**src/core/pmc_pkg.sv**
```systemverilog
// Shared types and constants for the privilege and mode control block
`default_nettype none
package pmc_pkg;
  // Mode control word bit positions
  localparam int CTRL_USER_BIT  = 0;
  localparam int CTRL_SPSEL_BIT = 1;
  localparam int CTRL_W         = 2;
  // Low stack pointer bits always read as zero (word aligned)
  localparam int SP_ZERO_BITS   = 2;
  // First-halfword prefixes that mark a 32-bit encoding
  localparam logic [4:0] INSN32_PFX_A = 5'h1D;
  localparam logic [4:0] INSN32_PFX_B = 5'h1E;
  localparam logic [4:0] INSN32_PFX_C = 5'h1F;
  localparam int INSN_PFX_MSB = 15;
  localparam int INSN_PFX_LSB = 11;
  // Bit-band alias: low bits of the alias word index pick the bit
  localparam int BB_BIT_W = 5;
  // Reset values
  localparam logic [2:0] PIN_SYNC_RST = 3'h0;
  localparam logic       PIN_LVL_RST  = 1'b0;

  // Mode control bits as software writes them
  typedef struct packed {
    logic spsel;   // 1: alternate (process) stack in thread mode
    logic user;    // 1: thread mode runs at user level
  } pmc_ctrl_t;

  // Kinds of guarded access requested by the executing instruction
  typedef struct packed {
    logic debug;
    logic config_reg;
    logic special_reg;
    logic restricted_insn;
  } pmc_acc_t;

  // Visible execution state
  typedef struct packed {
    logic privileged;
    logic handler;
    logic psp_active;
  } pmc_exec_t;

  typedef enum logic [1:0] {
    BB_IDLE,
    BB_READ,
    BB_WAIT,
    BB_WRITE
  } pmc_bb_st_t;
endpackage
`default_nettype wire

```
**src/core/pmc_core.sv**
```systemverilog
// Privilege level, operating mode, stack select and bit-band control
// How it works
// - Handler mode only ever at privileged level
// - User-level guarded access raises a fault
// - Privileged level never raises access faults
// - Exceptions run in handler, otherwise thread
// - Thread mode runs privileged or user
// - Two stack pointers, exactly one active
// - Decode only 16/32-bit compressed set
// - Active-low reset pin holds block reset
// - Bit-band gives atomic single-bit SRAM access
// - Control bit 0 picks thread privilege
// - Control bit 1 picks active stack
// - Stack select reads zero in handler
`timescale 1ns/1ns
`default_nettype none
module pmc_core #(
  parameter int SPW     = 32,  // Stack pointer width
  parameter int DEPTH_W = 4,   // Exception nesting counter width
  parameter int SRAM_AW = 6    // Word address width of bit-band SRAM
) (
  input  wire logic                      i_sys_clk,
  input  wire logic                      i_rst,
  input  wire logic                      i_external_reset_pin_n,
  input  wire logic                      i_exc_entry,
  input  wire logic                      i_exc_return,
  input  wire logic                      i_ctrl_wr,
  input  wire pmc_pkg::pmc_ctrl_t        i_ctrl_wdata,
  input  wire logic                      i_acc_valid,
  input  wire pmc_pkg::pmc_acc_t         i_acc_kind,
  input  wire logic                      i_insn_valid,
  input  wire logic                      i_insn_compact,
  input  wire logic [15:0]               i_insn_hw,
  input  wire logic                      i_sp_wr,
  input  wire logic [SPW-1:0]            i_sp_wdata,
  input  wire logic                      i_bb_valid,
  input  wire logic                      i_bb_write,
  input  wire logic [SRAM_AW+4:0]        i_bb_addr,
  input  wire logic                      i_bb_wbit,
  output logic                           o_int_reset,
  output pmc_pkg::pmc_exec_t             o_exec,
  output pmc_pkg::pmc_ctrl_t             o_ctrl,
  output logic [SPW-1:0]                 o_sp,
  output logic                           o_fault,
  output logic                           o_insn_len32,
  output logic                           o_bb_ready,
  output logic                           o_bb_done,
  output logic                           o_bb_rdata
);
  localparam int BBW = pmc_pkg::BB_BIT_W;

  typedef struct packed {
    logic [2:0]          pin_sync;
    logic                pin_lvl;
    pmc_pkg::pmc_ctrl_t  ctrl;
    logic [DEPTH_W-1:0]  depth;
    logic [SPW-1:0]      main_sp;
    logic [SPW-1:0]      proc_sp;
    logic                fault;
    logic                len32;
    pmc_pkg::pmc_bb_st_t bb_st;
    logic [SRAM_AW-1:0]  bb_word;
    logic [BBW-1:0]      bb_bit;
    logic                bb_we;
    logic                bb_wbit;
    logic                bb_done;
    logic                bb_rdata;
  } pmc_state_t;

  pmc_state_t st_reg;
  pmc_state_t st_next;
  logic       handler;
  logic       privileged;
  logic       psp_sel;
  logic       ram_en;
  logic       ram_we;
  logic [31:0] ram_rdata;
  logic [31:0] ram_wdata;

  // 32-bit encoding recognised from the first halfword
  function automatic logic is_wide(input logic [15:0] hw);
    logic [4:0] pfx;
    pfx = hw[pmc_pkg::INSN_PFX_MSB:pmc_pkg::INSN_PFX_LSB];
    return (pfx == pmc_pkg::INSN32_PFX_A) ||
           (pfx == pmc_pkg::INSN32_PFX_B) ||
           (pfx == pmc_pkg::INSN32_PFX_C);
  endfunction

  // Stack values keep the low bits clear so the pointer stays aligned
  function automatic logic [SPW-1:0] align_sp(input logic [SPW-1:0] v);
    return {v[SPW-1:pmc_pkg::SP_ZERO_BITS], {pmc_pkg::SP_ZERO_BITS{1'b0}}};
  endfunction

  // Derived execution state
  assign handler    = (st_reg.depth != '0);
  assign privileged = handler || !st_reg.ctrl.user;
  assign psp_sel    = !handler && st_reg.ctrl.spsel;

  // SRAM strobes come straight from the bit-band state
  assign ram_en    = (st_reg.bb_st == pmc_pkg::BB_READ) ||
                     (st_reg.bb_st == pmc_pkg::BB_WRITE);
  assign ram_we    = (st_reg.bb_st == pmc_pkg::BB_WRITE);
  // Only the addressed bit changes; the rest is written back as read
  always_comb begin
    ram_wdata = ram_rdata;
    ram_wdata[st_reg.bb_bit] = st_reg.bb_wbit;
  end

  // Next state of the whole block
  always_comb begin
    st_next = st_reg;
    st_next.fault   = 1'b0;
    st_next.bb_done = 1'b0;
    // Pin filter: level moves only when sync stages two and three agree
    st_next.pin_sync = {st_reg.pin_sync[1:0], i_external_reset_pin_n};
    if (st_reg.pin_sync[1] == st_reg.pin_sync[2]) begin
      st_next.pin_lvl = st_reg.pin_sync[2];
    end
    if (!st_reg.pin_lvl) begin
      // Pin low: all but the synchroniser and the latched bit-band address, write flag and write data return to reset values
      st_next.ctrl     = '0;
      st_next.depth    = '0;
      st_next.main_sp  = '0;
      st_next.proc_sp  = '0;
      st_next.len32    = 1'b0;
      st_next.bb_st    = pmc_pkg::BB_IDLE;
      st_next.bb_rdata = 1'b0;
    end else begin
      // Exception nesting; entry wins if both arrive together
      if (i_exc_entry) begin
        if (st_reg.depth != '1) begin
          st_next.depth = st_reg.depth + 1'b1;
        end
      end else if (i_exc_return && handler) begin
        // Reaching zero drops to thread with current control bits
        st_next.depth = st_reg.depth - 1'b1;
      end
      // Control writes need privilege; a user attempt is a fault
      if (i_ctrl_wr) begin
        if (privileged) begin
          st_next.ctrl.user = i_ctrl_wdata.user;
          if (!handler) begin
            st_next.ctrl.spsel = i_ctrl_wdata.spsel;
          end
        end else begin
          st_next.fault = 1'b1;
        end
      end
      // Guarded accesses: blocked at user level, free when privileged
      if (i_acc_valid && (i_acc_kind != '0) && !privileged) begin
        st_next.fault = 1'b1;
      end
      // Legacy fixed-width state is not decoded at all
      if (i_insn_valid) begin
        if (!i_insn_compact) begin
          st_next.fault = 1'b1;
          st_next.len32 = 1'b0;
        end else begin
          st_next.len32 = is_wide(i_insn_hw);
        end
      end
      // Writes land in whichever pointer is active
      if (i_sp_wr) begin
        if (psp_sel) begin
          st_next.proc_sp = align_sp(i_sp_wdata);
        end else begin
          st_next.main_sp = align_sp(i_sp_wdata);
        end
      end
      // Bit-band read, then for a write put back the word with one bit changed
      case (st_reg.bb_st)
        pmc_pkg::BB_IDLE: begin
          if (i_bb_valid) begin
            st_next.bb_word = i_bb_addr[SRAM_AW+BBW-1:BBW];
            st_next.bb_bit  = i_bb_addr[BBW-1:0];
            st_next.bb_we   = i_bb_write;
            st_next.bb_wbit = i_bb_wbit;
            st_next.bb_st   = pmc_pkg::BB_READ;
          end
        end
        pmc_pkg::BB_READ: begin
          st_next.bb_st = pmc_pkg::BB_WAIT;
        end
        pmc_pkg::BB_WAIT: begin
          st_next.bb_rdata = ram_rdata[st_reg.bb_bit];
          if (st_reg.bb_we) begin
            st_next.bb_st = pmc_pkg::BB_WRITE;
          end else begin
            st_next.bb_done = 1'b1;
            st_next.bb_st   = pmc_pkg::BB_IDLE;
          end
        end
        pmc_pkg::BB_WRITE: begin
          st_next.bb_done = 1'b1;
          st_next.bb_st   = pmc_pkg::BB_IDLE;
        end
        default: begin
          st_next.bb_st = pmc_pkg::BB_IDLE;
        end
      endcase
    end
  end

  // State register; reset starts with the pin treated as low
  always_ff @(posedge i_sys_clk or posedge i_rst) begin
    if (i_rst) begin
      st_reg          <= '0;
      st_reg.pin_sync <= pmc_pkg::PIN_SYNC_RST;
      st_reg.pin_lvl  <= pmc_pkg::PIN_LVL_RST;
      st_reg.bb_st    <= pmc_pkg::BB_IDLE;
    end else begin
      st_reg <= st_next;
    end
  end

  pmc_sram #(
    .DW (32),
    .AW (SRAM_AW)
  ) u_sram (
    .i_sys_clk (i_sys_clk),
    .i_rst     (i_rst),
    .i_en      (ram_en),
    .i_we      (ram_we),
    .i_addr    (st_reg.bb_word),
    .i_wdata   (ram_wdata),
    .o_rdata   (ram_rdata)
  );

  // Outputs; the current pointer is a mux of two flops
  assign o_int_reset = !st_reg.pin_lvl;
  assign o_exec      = '{privileged: privileged, handler: handler,
                         psp_active: psp_sel};
  assign o_ctrl      = '{spsel: psp_sel, user: st_reg.ctrl.user};
  assign o_sp        = psp_sel ? st_reg.proc_sp : st_reg.main_sp;
  assign o_fault     = st_reg.fault;
  assign o_insn_len32 = st_reg.len32;
  assign o_bb_ready  = (st_reg.bb_st == pmc_pkg::BB_IDLE) && st_reg.pin_lvl;
  assign o_bb_done   = st_reg.bb_done;
  assign o_bb_rdata  = st_reg.bb_rdata;
endmodule // pmc_core
`default_nettype wire

```
**src/core/pmc_sram.sv**
```systemverilog
// Small word memory with registered read data for bit-band access
`timescale 1ns/1ns
`default_nettype none
module pmc_sram #(
  parameter int DW = 32,
  parameter int AW = 6
) (
  input  wire logic          i_sys_clk,
  input  wire logic          i_rst,
  input  wire logic          i_en,
  input  wire logic          i_we,
  input  wire logic [AW-1:0] i_addr,
  input  wire logic [DW-1:0] i_wdata,
  output logic      [DW-1:0] o_rdata
);
  logic [DW-1:0] mem [0:(1<<AW)-1];
  logic [DW-1:0] rdata_reg;

  // Array has no reset; contents are undefined until written
  always_ff @(posedge i_sys_clk) begin
    if (i_en && i_we) begin
      mem[i_addr] <= i_wdata;
    end
  end

  // Read data held in a register until the next read
  always_ff @(posedge i_sys_clk or posedge i_rst) begin
    if (i_rst) begin
      rdata_reg <= '0;
    end else if (i_en && !i_we) begin
      rdata_reg <= mem[i_addr];
    end
  end

  assign o_rdata = rdata_reg;
endmodule // pmc_sram
`default_nettype wire

```
**config.mk**
```make
export PLATFORM = sky130hd
export DESIGN_NAME = pmc_core
export DESIGN_NICKNAME = d
export VERILOG_FILES = /design/src/core/pmc_pkg.sv /design/src/core/pmc_core.sv /design/src/core/pmc_sram.sv
export SDC_FILE = /design/constraint.sdc
export NUM_CORES = 2
export LEC_CHECK = 0
export CAP_MARGIN = 20
export CORE_MARGIN = 4
export CORE_UTILIZATION = 29
export DETAILED_ROUTE_END_ITERATION = 8
export DONT_BUFFER_PORTS = 1
export GPL_ROUTABILITY_DRIVEN = 1
export SYNTH_ARGS = -nofsm -noshare
export SYNTH_HDL_FRONTEND = slang
export SYNTH_SLANG_ARGS = --single-unit
```
**constraint.sdc**
```tcl
create_clock -name i_sys_clk -period 6.85 [get_ports i_sys_clk]
set_clock_uncertainty 0.2 [all_clocks]
set_input_delay 1.37 -clock i_sys_clk [delete_from_list [all_inputs] [get_ports i_sys_clk]]
set_output_delay 1.37 -clock i_sys_clk [all_outputs]
set_load 0.05 [all_outputs]
```
* After elaboration in Yosys (flattened, before gate mapping)
Memory sizes are Yosys's and may differ from the RTL's. A register that Yosys moved wholly into a read port is not among the register bits. Index checks and enable logic that the tools add are counted. Widths: inputs -> output; s select.
Word-level totals: output and inout bits 43, logic and storage cells 100, flip-flop bits (word level) 93, input bits 78, bits in writable memories 2048, memories 1
Cells by class: reductions and logical operators 26, add/sub/neg operators 2, order comparisons 2, mux-type cells 34, equal/unequal tests 19
Memories:
- u_sram.mem | words 64, width 32, rd ports 1, clocked after memory_dff 1, write ports 1, RTL line pmc_sram.sv:16 | logic [DW-1:0] mem [0:(1<<AW)-1];
Operator list (number):
- $mux 32 | 3
- $mux 70 | 1
- $mux 64 | 1
- $bwmux 32 | 1
- $eq 5x5->1 const B | 3
- $mux 1 | 15
- $mux 15 | 1
- $mux 4 | 3
- $ne 2x2->1 const B | 5
- $logic_and 1x1->1 | 8
- $mux 2 | 4
- $pmux 2 s4 | 1
- $reduce_and 2->1 | 4
- $reduce_bool 4->1 | 2
- $lt 5x6->1 const B | 1
- $ne 2x1->1 const B | 3
- $ne 3x2->1 const B | 2
- $reduce_and 3->1 | 2
- $bmux 1 s5 | 1
- $demux 1 s5 | 1
- $ge 5x1->1 const B | 1
- $logic_not 1->1 | 5
- $add 4x1->4 const B | 1
- $eq 2x2->1 const B | 2
- other kinds (9) | 12

* Logic depth before layout (Yosys ltp)
depth after elaboration 8, depth in mapped cells 12, depth with buffers taken out 7

* By module
Synthesis repeated with hierarchy kept, for this count alone.
Unflattened totals: cell total of the unflattened synthesis 4644, area, all modules 84775.1 um2
Modules (own cells, without submodules):
- pmc_sram | instances 1, area each 79809.0 um2, sequential area each 62299.8 um2, cells an instance 4114
- pmc_core | instances 1, area each 4966.0 um2, sequential area each 2227.1 um2, cells an instance 530

* Worst setup path before layout
No wires, ideal clock.
path kind register -> register, start point register st_reg[11] in the netlist's numbering, end point memory u_sram.mem[15][0], enable pin, cell stages (with the launch flop) 9, path buffers 5, setup time 421 ps, required time 6229 ps, data arrival time 3062 ps, clock period less this slack 3683 ps, setup slack 3167 ps, path through dfrtp_1 buf_4 buf_4 buf_4 buf_2 buf_2 and3_1 nand2_1 nor2_1
RTL lines:
- start: declaration | RTL line pmc_core.sv:70 | pmc_state_t st_reg;
- start signal: assignment | RTL line pmc_core.sv:212 | st_reg <= st_next;
- end: declaration | RTL line pmc_sram.sv:16
No word-level cell before the write port.

==> impl_metrics.csv <==
group,metric,value,unit
run_status,status,"completed",
finish,syn2layout_area_growth,14.6,%
yosys,yosys_warnings,0,
sta,maxSlewHeadroom,13.5,%
cts,cts_hold_buf,0,
place,dp_hpwl,161,mm
hold_path,hold_end,"st_next[92]$_DFF_PP0_",
setup_path,worstSetupStartpointType,"flop",
global_route,globalRoute.totalOverflow,0,
hold_path,holdPathStages,0,
power,leakagePower,30.0,nW
cts,cts_tree,"yes",
finish,largest_reg_flops,2048,
sta,fmax,199,MHz
sta,finalMaxSlewViolations,0,
hold_path,hp-start,"st_next[91]$_DFF_PP0_",
hold_path,hold_class,"flop to flop",
cts,ctsResizeCount,0,
cts,cts_made_buffers,209,
floorplan,die_w,547,µm
power,p_clk_share,29.8,%
finish,finalNonFillerCells,8786,
place,dpl.cell_count,8386,
setup_path,rrSetupSlack,1.98,ns
yosys,syn_inst,4612,
power,switching_share,33.1,%
detailed_routing,vias,48000,
yosys,synthFlopType,"edfxtp_1",
setup_path,r2r-end,"u_sram.mem[14][11]$_DFFE_PP_",
cts,clkLatencyLatePin,0.87,ns
detailed_routing,via_per_inst,5.46,
finish,layout_commonest_cell,"edfxtp_1",
setup_path,slowest_delay,0.79,ns
place,gp_congestion,0.945,
setup_path,cp_top_family,"simple AND/OR/NAND/NOR gates",
cts,clock-sinks,2169,
floorplan,die-area,300000,µm²
setup_path,cp.arrival,3.47,ns
detailed_routing,drtAntennaViolNets,0,
global_route,antenna_found_initial,33,
cts,root_buffer,"clkbuf_16",
floorplan,core,289000,µm²
sta,rsz0062_at_grt,"no",
global_route,grt_max_degree,93,
sta,fin_tns_setup,0,ns
power,ir_worst_vdd,0.000402,V
cts,htree_num_levels,4,
setup_path,timing.rr.start,"st_reg[9]$_DFFE_PP0P_",
power,powerDensity,390,nW/µm²
yosys,synthTopCellsByArea,"edfxtp_1 73%, mux4_2 5.4%, mux2i_1 3.7%",
place,io_buffers,0,
yosys,synth_top_cell_by_area,"edfxtp_1",
finish,layout-drive-gt1-share,19.0,%
cts,clk_pin_slew,0.06,ns
yosys,synth_edf_count,2048,
setup_path,crit_chain,"nor4_1 -> nand2_1 -> inv_1 -> mux2_2",
finish,final_util,33.5,%
detailed_routing,detailedRoute.firstIterationViolations,7846,
cts,cts_buffer_depth,3,
setup_path,slowest_stage,"nor4_1",
power,p_comb_share,25.2,%
global_route,grt_usage,17.2,%
cts,post-cts-setup-buffers,0,
floorplan,die_y,547,µm
yosys,seq_area_frac_synth,76.5,%
run,cap_violations,0,
floorplan,start_util,29.2,%
yosys,synth_top_area_share,72.9,%
yosys,synth-seq-cells,2169,
detailed_routing,drtPass1Iterations,6,
power,seqPwrFrac,45.0,%
finish,final_cell_mix,"2048 x edfxtp_1, 314 x mux2i_1, 241 x nand2_1, 240 x a221oi_1, 210 x clkbuf_16",
global_route,grt_pass1_vias,45500,
sta,hold_viol,0,
power,power_switching,0.0125,W
setup_path,critical_path_class,"flop to primary output",
setup_path,critPathCaptureType,"primary output",
finish,final_net_count,4804,
power,internal-power,0.0252,W
floorplan,io_pins,121,
setup_path,cp.required,5.28,ns
floorplan,row_count,197,
sta,tightest_slew,1.28,ns
global_route,grt_pass1_wl,370,mm
yosys,synth_async_sr_flop_share,5.58,%
sta,fin_crit_sh,73.5,%
setup_path,r2r_cells,5,
setup_path,cp_max_fo,5,
sta,finalCriticalPeriod,5.04,ns
yosys,synth.avg_cell_area,18.3,µm²
detailed_routing,drc_errors,0,
setup_path,critPathBufInv,1,
yosys,syn_area,84400,µm²
yosys,yosysUniqueCellTypes,76,
sta,setup_viol,0,
detailed_routing,wirelength,268,mm
detailed_routing,wl_per_cell,30.5,µm
## layout make-up
cell class | count | area (µm²)
well taps | 3880 | 4850
multi-input cells | 2109 | 18600
diodes | 8 | 20.0
flip-flops and latches | 2169 | 64500
repair buffers | 221 | 1950
fillers | 27400 | 192000
clock buffers | 258 | 5450
clock inverters | 128 | 1190
inverters | 13 | 61.3
## metal layers
metal / track usage [%] / up-vias / share of wire (%)
met2: 26.3 / 2883 / 45
met3: 5.00 / 577 / 12
met4: 7.79 / 18 / 5.1
met1: 22.7 / 25400 / 38
li1: - / 19100 / -
met5: 0 / - / 0.047
## power by group through the flow
stage          combinational, W  clock (W)  sequential [W]
6_report                0.00950     0.0112          0.0170
2_1_floorplan           0.00511          0          0.0170
4_1_cts                 0.00930     0.0114          0.0169
5_1_grt                 0.00974     0.0119          0.0169
3_5_place_dp            0.00928          0          0.0172
3_3_place_gp            0.00908          0          0.0172
## per-stage QoR
stage | setup slack, ns | hold WS (ns) | instance area (µm²) | total power [W]
finish | 1.81 | 0.159 | 96700 | 0.0377
global route | 1.58 | 0.171 | 96700 | 0.0386
CTS | 1.81 | 0.162 | 96500 | 0.0376
detailed placement | 2.24 | 0.146 | 89900 | 0.0265
global placement | 2.16 | 0.147 | 89800 | 0.0263
floorplan | 2.07 | 0.131 | 84400 | 0.0221
## cell usage after synthesis, drive strengths merged (7+ instances only)
cell type	n
nand3	42
o22ai	70
nor2b	14
edfxtp	2048
mux2i	314
o2111ai	16
a31oi	32
nor3	21
nand2b	9
a22oi	125
o32a	18
buf	207
mux2	113
and3	15
o22a	17
a22o	22
and2	8
a21oi	135
a211oi	18
a221oi	247
nand3b	9
dfrtp	121
inv	13
nor2	210
o221ai	9
a32oi	12
o211ai	7
clkbuf	115
mux4	201
nand2	243
o21ai	100
nand4	9
## cell families after synthesis
kind of cell	Yosys count	share of synthesized area, %
adders and majority gates	4	0.0653
AOI/OAI and AO/OA	866	7.52
muxes	628	10.6
buffers and inverters	335	2.17
DFF	2169	76.5
and+or+nand+nor	606	3.12
other	1	0.00445
xor gates and xnor gates	3	0.0312
## worst reg2reg max path: cells and delay by family, from the launching register on
family	cells	cell delay [ns]
buffers and inverters	2	0.82
and+or+nand+nor	3	2.81
DFF	1	0.69
## worst max path at each step
stage	start	endpoint	slack (ns)	depth (start not counted)
2_1_floorplan	i_rst	o_bb_done$_DFF_PP0_	2.07	1
3_3_place_gp	st_reg[9]$_DFFE_PP0P_	u_sram.mem[50][22]$_DFFE_PP_	2.16	5
3_5_place_dp	st_reg[9]$_DFFE_PP0P_	u_sram.mem[14][12]$_DFFE_PP_	2.24	5
4_1_cts	st_reg[83]$_DFFE_PP0P_	o_sp[31]	1.81	4
5_1_grt	st_reg[83]$_DFFE_PP0P_	o_sp[31]	1.58	4
6_report	st_reg[83]$_DFFE_PP0P_	o_sp[31]	1.81	4
Note: power is estimated with default switching activity, not from simulation.
